## src/asd_pkg.sv

```systemverilog
// package for the adc scan to ram dma block: constants and carrier types
package asd_pkg;
	localparam int unsigned RES_W        = 10;
	localparam int unsigned SLOT_W       = 16;
	localparam int unsigned NUM_CH       = 4;
	localparam int unsigned NUM_CYC      = 10;
	localparam int unsigned BUF_DEPTH    = NUM_CH * NUM_CYC;
	localparam int unsigned ADDR_W       = 6;
	localparam int unsigned CNT_W        = 6;
	localparam int unsigned CH_W         = 2;
	localparam int unsigned CONV_CYCLES  = 8;
	localparam int unsigned CONV_W       = 4;
	localparam logic [CNT_W-1:0]  CNT_DEFAULT = 6'h28;
	localparam logic [ADDR_W-1:0] ADDR_ZERO   = 6'h00;
	localparam logic [CONV_W-1:0] CONV_LAST   = 4'h7;

	typedef struct packed {
		logic              valid;
		logic [CH_W-1:0]   chan;
		logic [RES_W-1:0]  data;
	} asd_result_t;

	typedef struct packed {
		logic              we;
		logic [ADDR_W-1:0] addr;
		logic [SLOT_W-1:0] data;
	} asd_ram_wr_t;

	typedef struct packed {
		logic              start;
		logic [ADDR_W-1:0] dest;
		logic [CNT_W-1:0]  count;
	} asd_dma_cfg_t;
endpackage : asd_pkg

```

## src/asd_scan_dma.sv

```systemverilog
// adc scan sequencer, result register and single dma channel into a ram buffer
// Operation
// conversion end loads result, raises done request
// each done request triggers one transfer
// software start scans four channels repeatedly
// source fixed at result register, dest ram
// transfers go to consecutive slots from start
// end interrupt after programmed count completes
// software reloads destination and count afterward
// ten bit result stored in sixteen bit slot
// start clears end request, enables, waits trigger; a start with count zero leaves the channel disabled
// count decrements; zero stops triggers until restart
`timescale 1ns/100ps
module asd_scan_dma (
	input  wire logic                 i_clk_sys,     // system clock 40 MHz
	input  wire logic                 i_arst_n,      // async reset, active low
	input  wire logic                 i_adc_start,   // software trigger, one pulse
	input  wire logic                 i_adc_stop,    // stop sequential conversions
	input  wire logic [asd_pkg::RES_W-1:0] i_sample, // converter sample of current channel
	input  wire asd_pkg::asd_dma_cfg_t i_dma_cfg,    // dma start with dest and count
	output logic [asd_pkg::CH_W-1:0]  o_chan_sel,    // analog input being converted
	output asd_pkg::asd_result_t      o_result,      // result register, valid = done irq
	output asd_pkg::asd_ram_wr_t      o_ram_wr,      // write into the result buffer
	output logic                      o_dma_busy,    // channel enabled, count nonzero
	output logic                      o_dma_end_irq, // transfer end request, sticky
	output logic [asd_pkg::CNT_W-1:0] o_count        // remaining transfers
);
	import asd_pkg::*;

	function automatic logic [CNT_W-1:0] dec_cnt(input logic [CNT_W-1:0] c);
		dec_cnt = c - 6'h01;
	endfunction : dec_cnt

	////////////////////////////////////////////////////////////////////
	// converter sequencer
	typedef enum logic [0:0] {ADC_IDLE = 1'b0, ADC_RUN = 1'b1} asd_adc_st_t;
	asd_adc_st_t         adc_st_reg, adc_st_next;
	logic [CONV_W-1:0]   conv_reg, conv_next;
	logic [CH_W-1:0]     ch_reg, ch_next;
	asd_result_t         res_reg, res_next;

	always_comb begin
		adc_st_next = adc_st_reg;
		conv_next   = conv_reg;
		ch_next     = ch_reg;
		res_next    = res_reg;
		res_next.valid = 1'b0;
		unique case (adc_st_reg)
			ADC_IDLE: begin
				if (i_adc_start) begin
					adc_st_next = ADC_RUN;
					conv_next   = '0;
					ch_next     = '0;
				end
			end
			ADC_RUN: begin
				if (i_adc_stop) begin
					adc_st_next = ADC_IDLE;
				end else if (conv_reg == CONV_LAST) begin
					res_next.valid = 1'b1;
					res_next.chan  = ch_reg;
					res_next.data  = i_sample;
					conv_next      = '0;
					ch_next        = ch_reg + 2'h1;
				end else begin
					conv_next = conv_reg + 4'h1;
				end
			end
		endcase
	end

	always_ff @(posedge i_clk_sys or negedge i_arst_n) begin
		if (!i_arst_n) begin
			adc_st_reg <= ADC_IDLE;
			conv_reg   <= '0;
			ch_reg     <= '0;
			res_reg    <= '0;
		end else begin
			adc_st_reg <= adc_st_next;
			conv_reg   <= conv_next;
			ch_reg     <= ch_next;
			res_reg    <= res_next;
		end
	end

	////////////////////////////////////////////////////////////////////
	// dma channel
	logic              en_reg, en_next;
	logic              irq_reg, irq_next;
	logic [ADDR_W-1:0] addr_reg, addr_next;
	logic [CNT_W-1:0]  cnt_reg, cnt_next;
	asd_ram_wr_t       wr_reg, wr_next;

	always_comb begin
		en_next   = en_reg;
		irq_next  = irq_reg;
		addr_next = addr_reg;
		cnt_next  = cnt_reg;
		wr_next   = wr_reg;
		wr_next.we = 1'b0;
		if (i_dma_cfg.start) begin
			// start wins over a same-cycle trigger: the old setup is gone
			irq_next  = 1'b0;
			addr_next = i_dma_cfg.dest;
			cnt_next  = i_dma_cfg.count;
			en_next   = (i_dma_cfg.count != '0);
		end else if (en_reg && res_reg.valid) begin
			wr_next.we   = 1'b1;
			wr_next.addr = addr_reg;
			wr_next.data = {{(SLOT_W-RES_W){1'b0}}, res_reg.data};
			addr_next    = addr_reg + 6'h01;
			cnt_next     = dec_cnt(cnt_reg);
			if (cnt_reg == 6'h01) begin
				en_next  = 1'b0;
				irq_next = 1'b1;
			end
		end
	end

	always_ff @(posedge i_clk_sys or negedge i_arst_n) begin
		if (!i_arst_n) begin
			en_reg   <= 1'b0;
			irq_reg  <= 1'b0;
			addr_reg <= ADDR_ZERO;
			cnt_reg  <= CNT_DEFAULT;
			wr_reg   <= '0;
		end else begin
			en_reg   <= en_next;
			irq_reg  <= irq_next;
			addr_reg <= addr_next;
			cnt_reg  <= cnt_next;
			wr_reg   <= wr_next;
		end
	end

	assign o_chan_sel    = ch_reg;
	assign o_result      = res_reg;
	assign o_ram_wr      = wr_reg;
	assign o_dma_busy    = en_reg;
	assign o_dma_end_irq = irq_reg;
	assign o_count       = cnt_reg;

	////////////////////////////////////////////////////////////////////
	// assertions
	property p_done_period;
		@(posedge i_clk_sys) disable iff (!i_arst_n)
		res_reg.valid |=> (!res_reg.valid) [*7];
	endproperty
	a_done_period: assert property (p_done_period) else $error("done too soon");

	property p_trig_write;
		@(posedge i_clk_sys) disable iff (!i_arst_n)
		(en_reg && res_reg.valid && !i_dma_cfg.start) |=>
			(wr_reg.we && wr_reg.data[RES_W-1:0] == $past(res_reg.data));
	endproperty
	a_trig_write: assert property (p_trig_write) else $error("missed transfer");

	property p_chan_step;
		@(posedge i_clk_sys) disable iff (!i_arst_n)
		(res_reg.valid && adc_st_reg == ADC_RUN) |-> ch_reg == res_reg.chan + 2'h1;
	endproperty
	a_chan_step: assert property (p_chan_step) else $error("scan order");

	property p_upper_zero;
		@(posedge i_clk_sys) disable iff (!i_arst_n)
		wr_reg.we |-> wr_reg.data[SLOT_W-1:RES_W] == '0;
	endproperty
	a_upper_zero: assert property (p_upper_zero) else $error("slot upper bits");

	property p_addr_inc;
		@(posedge i_clk_sys) disable iff (!i_arst_n)
		(wr_reg.we && !$past(i_dma_cfg.start)) |-> addr_reg == wr_reg.addr + 6'h01;
	endproperty
	a_addr_inc: assert property (p_addr_inc) else $error("addr step");

	property p_end_irq;
		@(posedge i_clk_sys) disable iff (!i_arst_n)
		(en_reg && res_reg.valid && !i_dma_cfg.start && cnt_reg == 6'h01) |=>
			(irq_reg && !en_reg && cnt_reg == '0);
	endproperty
	a_end_irq: assert property (p_end_irq) else $error("no end irq");

	property p_start_clr;
		@(posedge i_clk_sys) disable iff (!i_arst_n)
		(i_dma_cfg.start && i_dma_cfg.count != '0) |=> (!irq_reg && en_reg);
	endproperty
	a_start_clr: assert property (p_start_clr) else $error("start setup");

	property p_idle_nowrite;
		@(posedge i_clk_sys) disable iff (!i_arst_n)
		!en_reg |=> !wr_reg.we;
	endproperty
	a_idle_nowrite: assert property (p_idle_nowrite) else $error("write when stopped");

	property p_cnt_dec;
		@(posedge i_clk_sys) disable iff (!i_arst_n)
		wr_reg.we && !$past(i_dma_cfg.start) |-> cnt_reg == dec_cnt($past(cnt_reg));
	endproperty
	a_cnt_dec: assert property (p_cnt_dec) else $error("count step");

	property p_stop_wins;
		@(posedge i_clk_sys) disable iff (!i_arst_n)
		(adc_st_reg == ADC_RUN && i_adc_stop) |=> (!res_reg.valid && adc_st_reg == ADC_IDLE);
	endproperty
	a_stop_wins: assert property (p_stop_wins) else $error("conversion after stop");

	property p_idle_novalid;
		@(posedge i_clk_sys) disable iff (!i_arst_n)
		(adc_st_reg == ADC_IDLE) |=> !res_reg.valid;
	endproperty
	a_idle_novalid: assert property (p_idle_novalid) else $error("result when idle");

	// a start must land dest and count exactly as given, whatever was pending
	property p_start_load;
		@(posedge i_clk_sys) disable iff (!i_arst_n)
		i_dma_cfg.start |=>
			(addr_reg == $past(i_dma_cfg.dest) && cnt_reg == $past(i_dma_cfg.count));
	endproperty
	a_start_load: assert property (p_start_load) else $error("start load");

	property p_irq_hold;
		@(posedge i_clk_sys) disable iff (!i_arst_n)
		(irq_reg && !i_dma_cfg.start) |=> irq_reg;
	endproperty
	a_irq_hold: assert property (p_irq_hold) else $error("end request lost");

	c_transfer: cover property (@(posedge i_clk_sys) disable iff (!i_arst_n) wr_reg.we);
	c_end: cover property (@(posedge i_clk_sys) disable iff (!i_arst_n) $rose(irq_reg));
	c_wrap: cover property (@(posedge i_clk_sys) disable iff (!i_arst_n)
		res_reg.valid && res_reg.chan == 2'h3);
	c_restart: cover property (@(posedge i_clk_sys) disable iff (!i_arst_n)
		irq_reg ##1 i_dma_cfg.start);
endmodule : asd_scan_dma

```

## config.mk

```make
export PLATFORM = sky130hd
export DESIGN_NAME = asd_scan_dma
export DESIGN_NICKNAME = d
export VERILOG_FILES = /design/src/asd_pkg.sv /design/src/asd_scan_dma.sv
export SDC_FILE = /design/constraint.sdc
export NUM_CORES = 1
export LEC_CHECK = 0
export BUFFER_PORTS_ARGS = -buffer_cell sky130_fd_sc_hd__buf_2
export CAP_MARGIN = 20
export CORE_MARGIN = 3
export CORE_UTILIZATION = 30
export CTS_BUF_LIST = sky130_fd_sc_hd__clkbuf_4
export DETAILED_ROUTE_END_ITERATION = 8
export GPL_TIMING_DRIVEN = 0
export PLACE_DENSITY = 0.61
export SYNTH_ARGS = -nofsm -noshare
export SYNTH_HDL_FRONTEND = slang
export SYNTH_SLANG_ARGS = --single-unit
```

## constraint.sdc

```tcl
create_clock -name i_clk_sys -period 1.5 [get_ports i_clk_sys]
set_input_delay 0.15 -clock i_clk_sys [delete_from_list [all_inputs] [get_ports i_clk_sys]]
set_output_delay 0.15 -clock i_clk_sys [all_outputs]
set_load 0.01 [all_outputs]
```

==> results of run 1 <==
## power groups by stage
stage	Combinational, mW	Sequential (mW)	Clock (mW)
finish	0.390	1.49	0.638
global route	0.444	1.50	0.732
CTS	0.374	1.49	0.674
global placement	0.288	1.52	0
detailed placement	0.300	1.52	0
floorplan	0.165	1.52	0
## worst max path at each step
stage / end / slack, ns
detailed placement: o_result[4] / -0.20
floorplan: o_ram_wr[8] / 0.0009
finish: o_result[1] / -0.02
global route: o_result[1] / -0.07
CTS: o_result[4] / -0.01
global placement: o_result[1] / -0.15
## cell type report
type / count / area share
plain buffers: 12 / 0.0301
inverters: 10 / 0.0125
flip-flops and latches: 51 / 0.377
well taps: 99 / 0.0364
repair buffers: 105 / 0.208
clock inverters: 2 / 0.00368
clock buffers: 6 / 0.0132
multi-input cells: 130 / 0.319
## placed cells by master (no fill, tap or decap), types with 6 or more instances in the layout
cell type | netlist | routed
o21ai_0 | 9 | 9
mux2_2 | 19 | 8
buf_4 | 6 | 25
inv_1 | 8 | 6
dfrtp_1 | 49 | 46
nand3_1 | 8 | 6
buf_2 | 1 | 66
dlygate4sd3_1 | 0 | 17
mux2_4 | 7 | 20
nand2_1 | 21 | 20
conb_1 | 1 | 6
clkbuf_4 | 0 | 6
## cell usage after synthesis, types with 2 or more instances
master and number:
nand3_1 8, mux2_2 19, buf_4 6, xnor2_1 2
inv_2 2, ha_1 4, mux2i_1 3, dfrtp_1 49
clkbuf_1 3, o21ai_0 9, nand2_1 21, nor2_1 5
buf_6 3, a21oi_1 3, inv_1 8, mux2_4 7
or2_2 2, dfstp_2 2, xor2_1 2, mux2_1 2
nand2b_1 4, or4_1 5, o211ai_1 5
## stage by stage
stage	hold WS (ns)	area, µm²
detailed placement	0.154	2890
floorplan	-0.146	2410
CTS	0.000453	3220
global placement	0.364	2870
finish	0.0340	3400
global route	0.0112	3400
## layer usage
layer / part of all wire / vias up / track usage / routed length, µm
met5: 0 / - / 0 / 0
met4: 0.0051 / 0 / 0.0252 / 29
met3: 0.059 / 5 / 0.0324 / 332
met2: 0.49 / 54 / 0.215 / 2760
met1: 0.45 / 930 / 0.169 / 2530
li1: - / 916 / - / -
## worst max-delay path: stages (launching register included)
cell and delay [ns]:
dfrtp_1 0.44, ha_4 0.18, and3b_2 0.23, nand2_4 0.08, inv_4 0.05, clkbuf_16 0.15, mux2_4 0.29
## timing repair
| item | 4_1_cts | 5_1_grt |
|---|---|---|
| gates resized for setup | 11 | 17 |
| endpoints found under the hold margin | 30 | 4 |
| cloned | 0 | 1 |
| pin swaps | 1 | 4 |
| hold buffers | 13 | 4 |
| buffers inserted | 13 | 7 |
| endpoints found under the setup margin | 21 | 24 |
## logic make-up (layout without fill, tap and decap cells)
kind of cell / count (synthesis) / after routing
DFF: 51 / 51
AOI/OAI and AO/OA: 27 / 27
buffers and inverters: 23 / 135
and+or+nand+nor: 58 / 58
other: 1 / 6
adders and majority gates: 4 / 4
muxes: 31 / 31
xor gates and xnor gates: 4 / 4
==> flow_metrics.py, run 1 <==
metrics = {
    "floorplanning": {
        "rows": 31,
        "num_io_pins": 73,
        "dieWidth_um": 95.1,
        "dieArea_um2": 9040,
        "start_util": 0.318,
        "die_y_um": 95.1,
        "core-area_um2": 7490,
    },
    "yosys": {
        "synth_edf_count": 0,
        "synth_area_leaders": "dfrtp_1 52%, mux2_2 9.0%, mux2_4 4.4%, nand2_1 3.3%, dfstp_2 2.2%",
        "synth_cell_types": 48,
        "async_flop_share": 1.00,
        "muxShareOfSynthArea": 0.156,
        "synth_compound_area_frac": 0.0741,
        "ys.warnings.count": 0,
        "netlist_area_um2": 2380,
        "synth-simple-area-share": 0.139,
        "synth_top_family_by_area": "multiplexers",
        "synthFlopType": "dfrtp_1",
        "ys_seq_elements": 51,
        "synth.top_cell.area_share": 0.515,
        "yosysSeqAreaShare": 0.537,
        "syn_area_per_cell_um2": 12.0,
        "yosys.area.top_type": "dfrtp_1",
        "synth_fa_ha_area_frac": 0.0210,
        "syn_inst": 199,
        "synth-xor-area-share": 0.0147,
    },
    "critical_path": {
        "cp-startpoint": "conv_reg[1]",
        "r2r_start": "conv_reg[1]",
        "rrSetupSlack_ns": -0.02,
        "cp_max_fo": 5,
        "critPathKind": "reg2reg",
        "critical_path_arrival_ns": 1.78,
        "reg2regPathDepth": 6,
        "r2r-end": "o_result[1]",
        "start_kind": "flip-flop",
        "end_kind": "flip-flop",
        "cp.required_ns": 1.76,
    },
    "global_route": {
        "grt_pass1_vias": 1977,
        "grt_pass1_wl_um": 9280,
        "grt_max_degree": 32,
        "gr-usage-all-layers": 0.129,
        "gr-total-overflow": 0,
        "grt_antenna_before_repair": 0,
    },
    "placement": {
        "io_buffers": 66,
        "gp_congestion": 0.759,
        "place_ws_ns": -0.195,
        "place_hpwl_um": 3810,
        "place_inst": 370,
    },
    "finish": {
        "stdcell_count": 415,
        "areaGrowthSynthToFinish_pct": 43.0,
        "final_util": 0.455,
        "final_nets": 346,
        "diodes": 0,
        "fillers": 709,
        "regArea_um2": 1280,
        "largest_reg_flops": 17,
        "drive_gt1_frac": 0.494,
        "multi_input_area_um2": 1090,
    },
    "drt": {
        "vias_per_cell": 4.59,
        "ant_nets": 0,
        "wire_per_inst_um": 13.6,
        "vias": 1905,
        "drc": 0,
        "drtIter0Drc": 22,
        "dr.pass1.iters": 4,
        "wl_um": 5650,
    },
    "sta": {
        "hold_violations": 0,
        "fmax_mhz": 658,
        "min_period_over_period": 1.01,
        "relSlewSlack": 0.654,
        "tightest_slew_ns": 0.519,
        "worst_slack_ns": -0.0187,
        "period_needed_ns": 1.52,
        "finalSetupViolations": 8,
        "rsz0062_at_grt": "true",
        "skew_ns": 0.0170,
        "slew_violations": 0,
        "tns_ns": -0.114,
    },
    "power_and_ir_drop": {
        "power_mw": 2.52,
        "sw_frac_of_total": 0.270,
        "netSwitchingPower_mw": 0.679,
        "pwr-share-seq": 0.592,
        "p_per_area_nw_per_um2": 741,
        "power_leakage_nw": 1.72,
        "pwr-share-comb": 0.155,
        "clock_power_share": 0.253,
        "peakVddDrop_v": 0.000356,
        "cellInternalPower_mw": 1.84,
    },
    "clock_network": {
        "cts_tree": "yes",
        "cts_sinks": 51,
        "cts_buffer_depth": 2,
        "clk_pin_slew_worst_paths_ns": 0.16,
        "cts_buffers": 5,
        "cts_max_level": 2,
        "clkLatencyLatePin_ns": 0.36,
        "cts-root-buf": "clkbuf_4",
    },
    "hold_path": {
        "hold_path.class": "in2reg",
        "hold_start": "i_dma_cfg[3]",
        "hold_end": "o_count[3]",
        "min_path_cells": 3,
    },
    "flow_run": {
        "maxCapViolCount": 0,
    },
    "outcome": {
        "violations": "setup timing",
        "status": "finished with violations",
    },
}
Note: power is estimated with default switching activity, not from simulation.
==> run 2, diff against run 1 <==
SKIP_CTS_REPAIR_TIMING = 1   (was unset)
==> flow_metrics.py, run 2 (synthesized netlist as in run 1, its figures left out) <==
metrics = {
    "critical_path": {
        "r2r_start": "conv_reg[1]",
        "cp.required_ns": 1.76,
        "cp_max_fo": 5,
        "crit_family": "flip-flops",
        "r2r-end": "o_result[1]",
        "end_kind": "flip-flop",
        "cp-endpoint": "o_result[1]",
        "crit_buf_inv": 2,
        "cp.depth": 6,
        "rrSetupSlack_ns": -0.07,
        "critical_path.slowest_cell": "dfrtp_1",
        "start_kind": "flip-flop",
        "crit_path_cell_trace": "ha_4 -> and3b_2 -> nand2_4 -> inv_4 -> clkbuf_16 -> mux2_4",
        "cp-startpoint": "conv_reg[1]",
        "slowest_delay_ns": 0.46,
        "critical_path_arrival_ns": 1.82,
        "reg2regPathDepth": 6,
        "critPathKind": "reg2reg",
    },
    "drt": {
        "drtIter0Drc": 18,
        "drc": 0,
        "vias": 1837,
        "dr.pass1.iters": 4,
        "wire_per_inst_um": 13.3,
        "ant_nets": 0,
        "wl_um": 5460,
        "vias_per_cell": 4.49,
    },
    "clock_network": {
        "cts-root-buf": "clkbuf_4",
        "cts_max_level": 2,
        "clk_pin_slew_worst_paths_ns": 0.16,
        "cts_sinks": 51,
        "clkLatencyLatePin_ns": 0.36,
        "cts_buffer_depth": 2,
        "cts_tree": "yes",
        "cts_buffers": 5,
    },
    "floorplanning": {
        "start_util": 0.318,
        "die_y_um": 95.1,
        "dieArea_um2": 9040,
        "core-area_um2": 7490,
        "dieWidth_um": 95.1,
        "rows": 31,
        "num_io_pins": 73,
    },
    "finish": {
        "largest_reg_flops": 17,
        "fillers": 714,
        "multi_input_area_um2": 1070,
        "layout_common_cells": "66 x buf_2, 45 x dfrtp_1, 23 x buf_4",
        "regArea_um2": 1280,
        "areaGrowthSynthToFinish_pct": 39.7,
        "final_util": 0.444,
        "mostFrequentLayoutCell": "buf_2",
        "drive_gt1_frac": 0.490,
        "stdcell_count": 409,
        "final_nets": 340,
        "diodes": 0,
    },
    "flow_run": {
        "maxCapViolCount": 0,
    },
    "power_and_ir_drop": {
        "peakVddDrop_v": 0.000364,
        "power_leakage_nw": 1.69,
        "p_per_area_nw_per_um2": 755,
    },
    "sta": {
        "rsz0062_at_grt": "true",
        "skew_ns": 0.0156,
        "relSlewSlack": 0.653,
        "hold_violations": 0,
        "tightest_slew_ns": 0.520,
        "slew_violations": 0,
        "worst_slack_ns": -0.0674,
        "period_needed_ns": 1.57,
        "min_period_over_period": 1.04,
        "finalSetupViolations": 10,
        "fmax_mhz": 638,
    },
    "global_route": {
        "gr-total-overflow": 0,
        "grt_max_degree": 32,
        "grt_pass1_vias": 1806,
        "grt_antenna_before_repair": 0,
        "grt_pass1_wl_um": 8560,
        "gr-usage-all-layers": 0.119,
    },
    "outcome": {
        "status": "finished with violations",
        "violations": "setup timing",
    },
    "hold_path": {
        "hold_path.class": "in2reg",
    },
    "placement": {
        "place_inst": 370,
        "gp_congestion": 0.759,
        "place_hpwl_um": 3810,
        "io_buffers": 66,
    },
}
[run 2: cell count changes in the layout (fill, tap and decap cells not counted), moves of 2 or more]
| cell | change |
|---|---|
| mux2_1 | +2 |
| buf_4 | -2 |
| dlygate4sd3_1 | -3 |
| mux2_4 | -3 |
[run 2: layout make-up]
class / instances / share of cell area
sequential: 51 / 0.386
multi-input combinational: 130 / 0.322
timing repair buffer: 99 / 0.193
tap: 99 / 0.0372
buffer: 12 / 0.0309
clock buffer: 6 / 0.0135
inverter: 10 / 0.0128
clock inverter: 2 / 0.00376
[run 2: how the worst min path moves through the flow]
stage / end / start / slack, ns / depth (start not counted)
2_1_floorplan: adc_st_reg / i_arst_n / -0.15 / 0
3_3_place_gp: addr_reg[5] / i_dma_cfg[11] / 0.36 / 3
3_5_place_dp: addr_reg[4] / i_arst_n / 0.15 / 1
4_1_cts: addr_reg[4] / i_arst_n / -0.27 / 1
5_1_grt: addr_reg[4] / i_dma_cfg[10] / 0.003 / 3
6_report: addr_reg[4] / i_dma_cfg[10] / 0.005 / 3
[run 2: per-layer routing]
layer	vias to the layer above	wire length (µm)	track usage
li1	902	-	-
met1	876	2580	0.164
met2	54	2540	0.188
met3	5	311	0.0324
met4	0	29	0.0252
met5	-	0	0
[run 2: tightest hold or removal path, stage by stage]
cell,delay (ns)
buf_2,0.08
nand2_1,0.04
o311ai_0,0.07
[run 2: metrics by stage]
step / worst slack [ns] / power [mW] / setup TNS [ns] / area, µm² / hold WS [ns]
floorplan: 0.000899 / 1.68 / 0 / 2410 / -0.146
finish: -0.0674 / 2.51 / -0.526 / 3330 / 0.00508
detailed placement: -0.195 / 1.82 / -2.26 / 2890 / 0.154
global placement: -0.152 / 1.81 / -1.57 / 2870 / 0.364
CTS: -0.213 / 2.47 / -2.65 / 2940 / -0.269
global route: -0.110 / 2.66 / -1.03 / 3330 / 0.00302
[run 2: where the power goes]
| part | internal (mW) | switching [mW] |
|---|---|---|
| combinational | 0.197 | 0.174 |
| clock | 0.200 | 0.438 |
| sequential | 1.44 | 0.0647 |
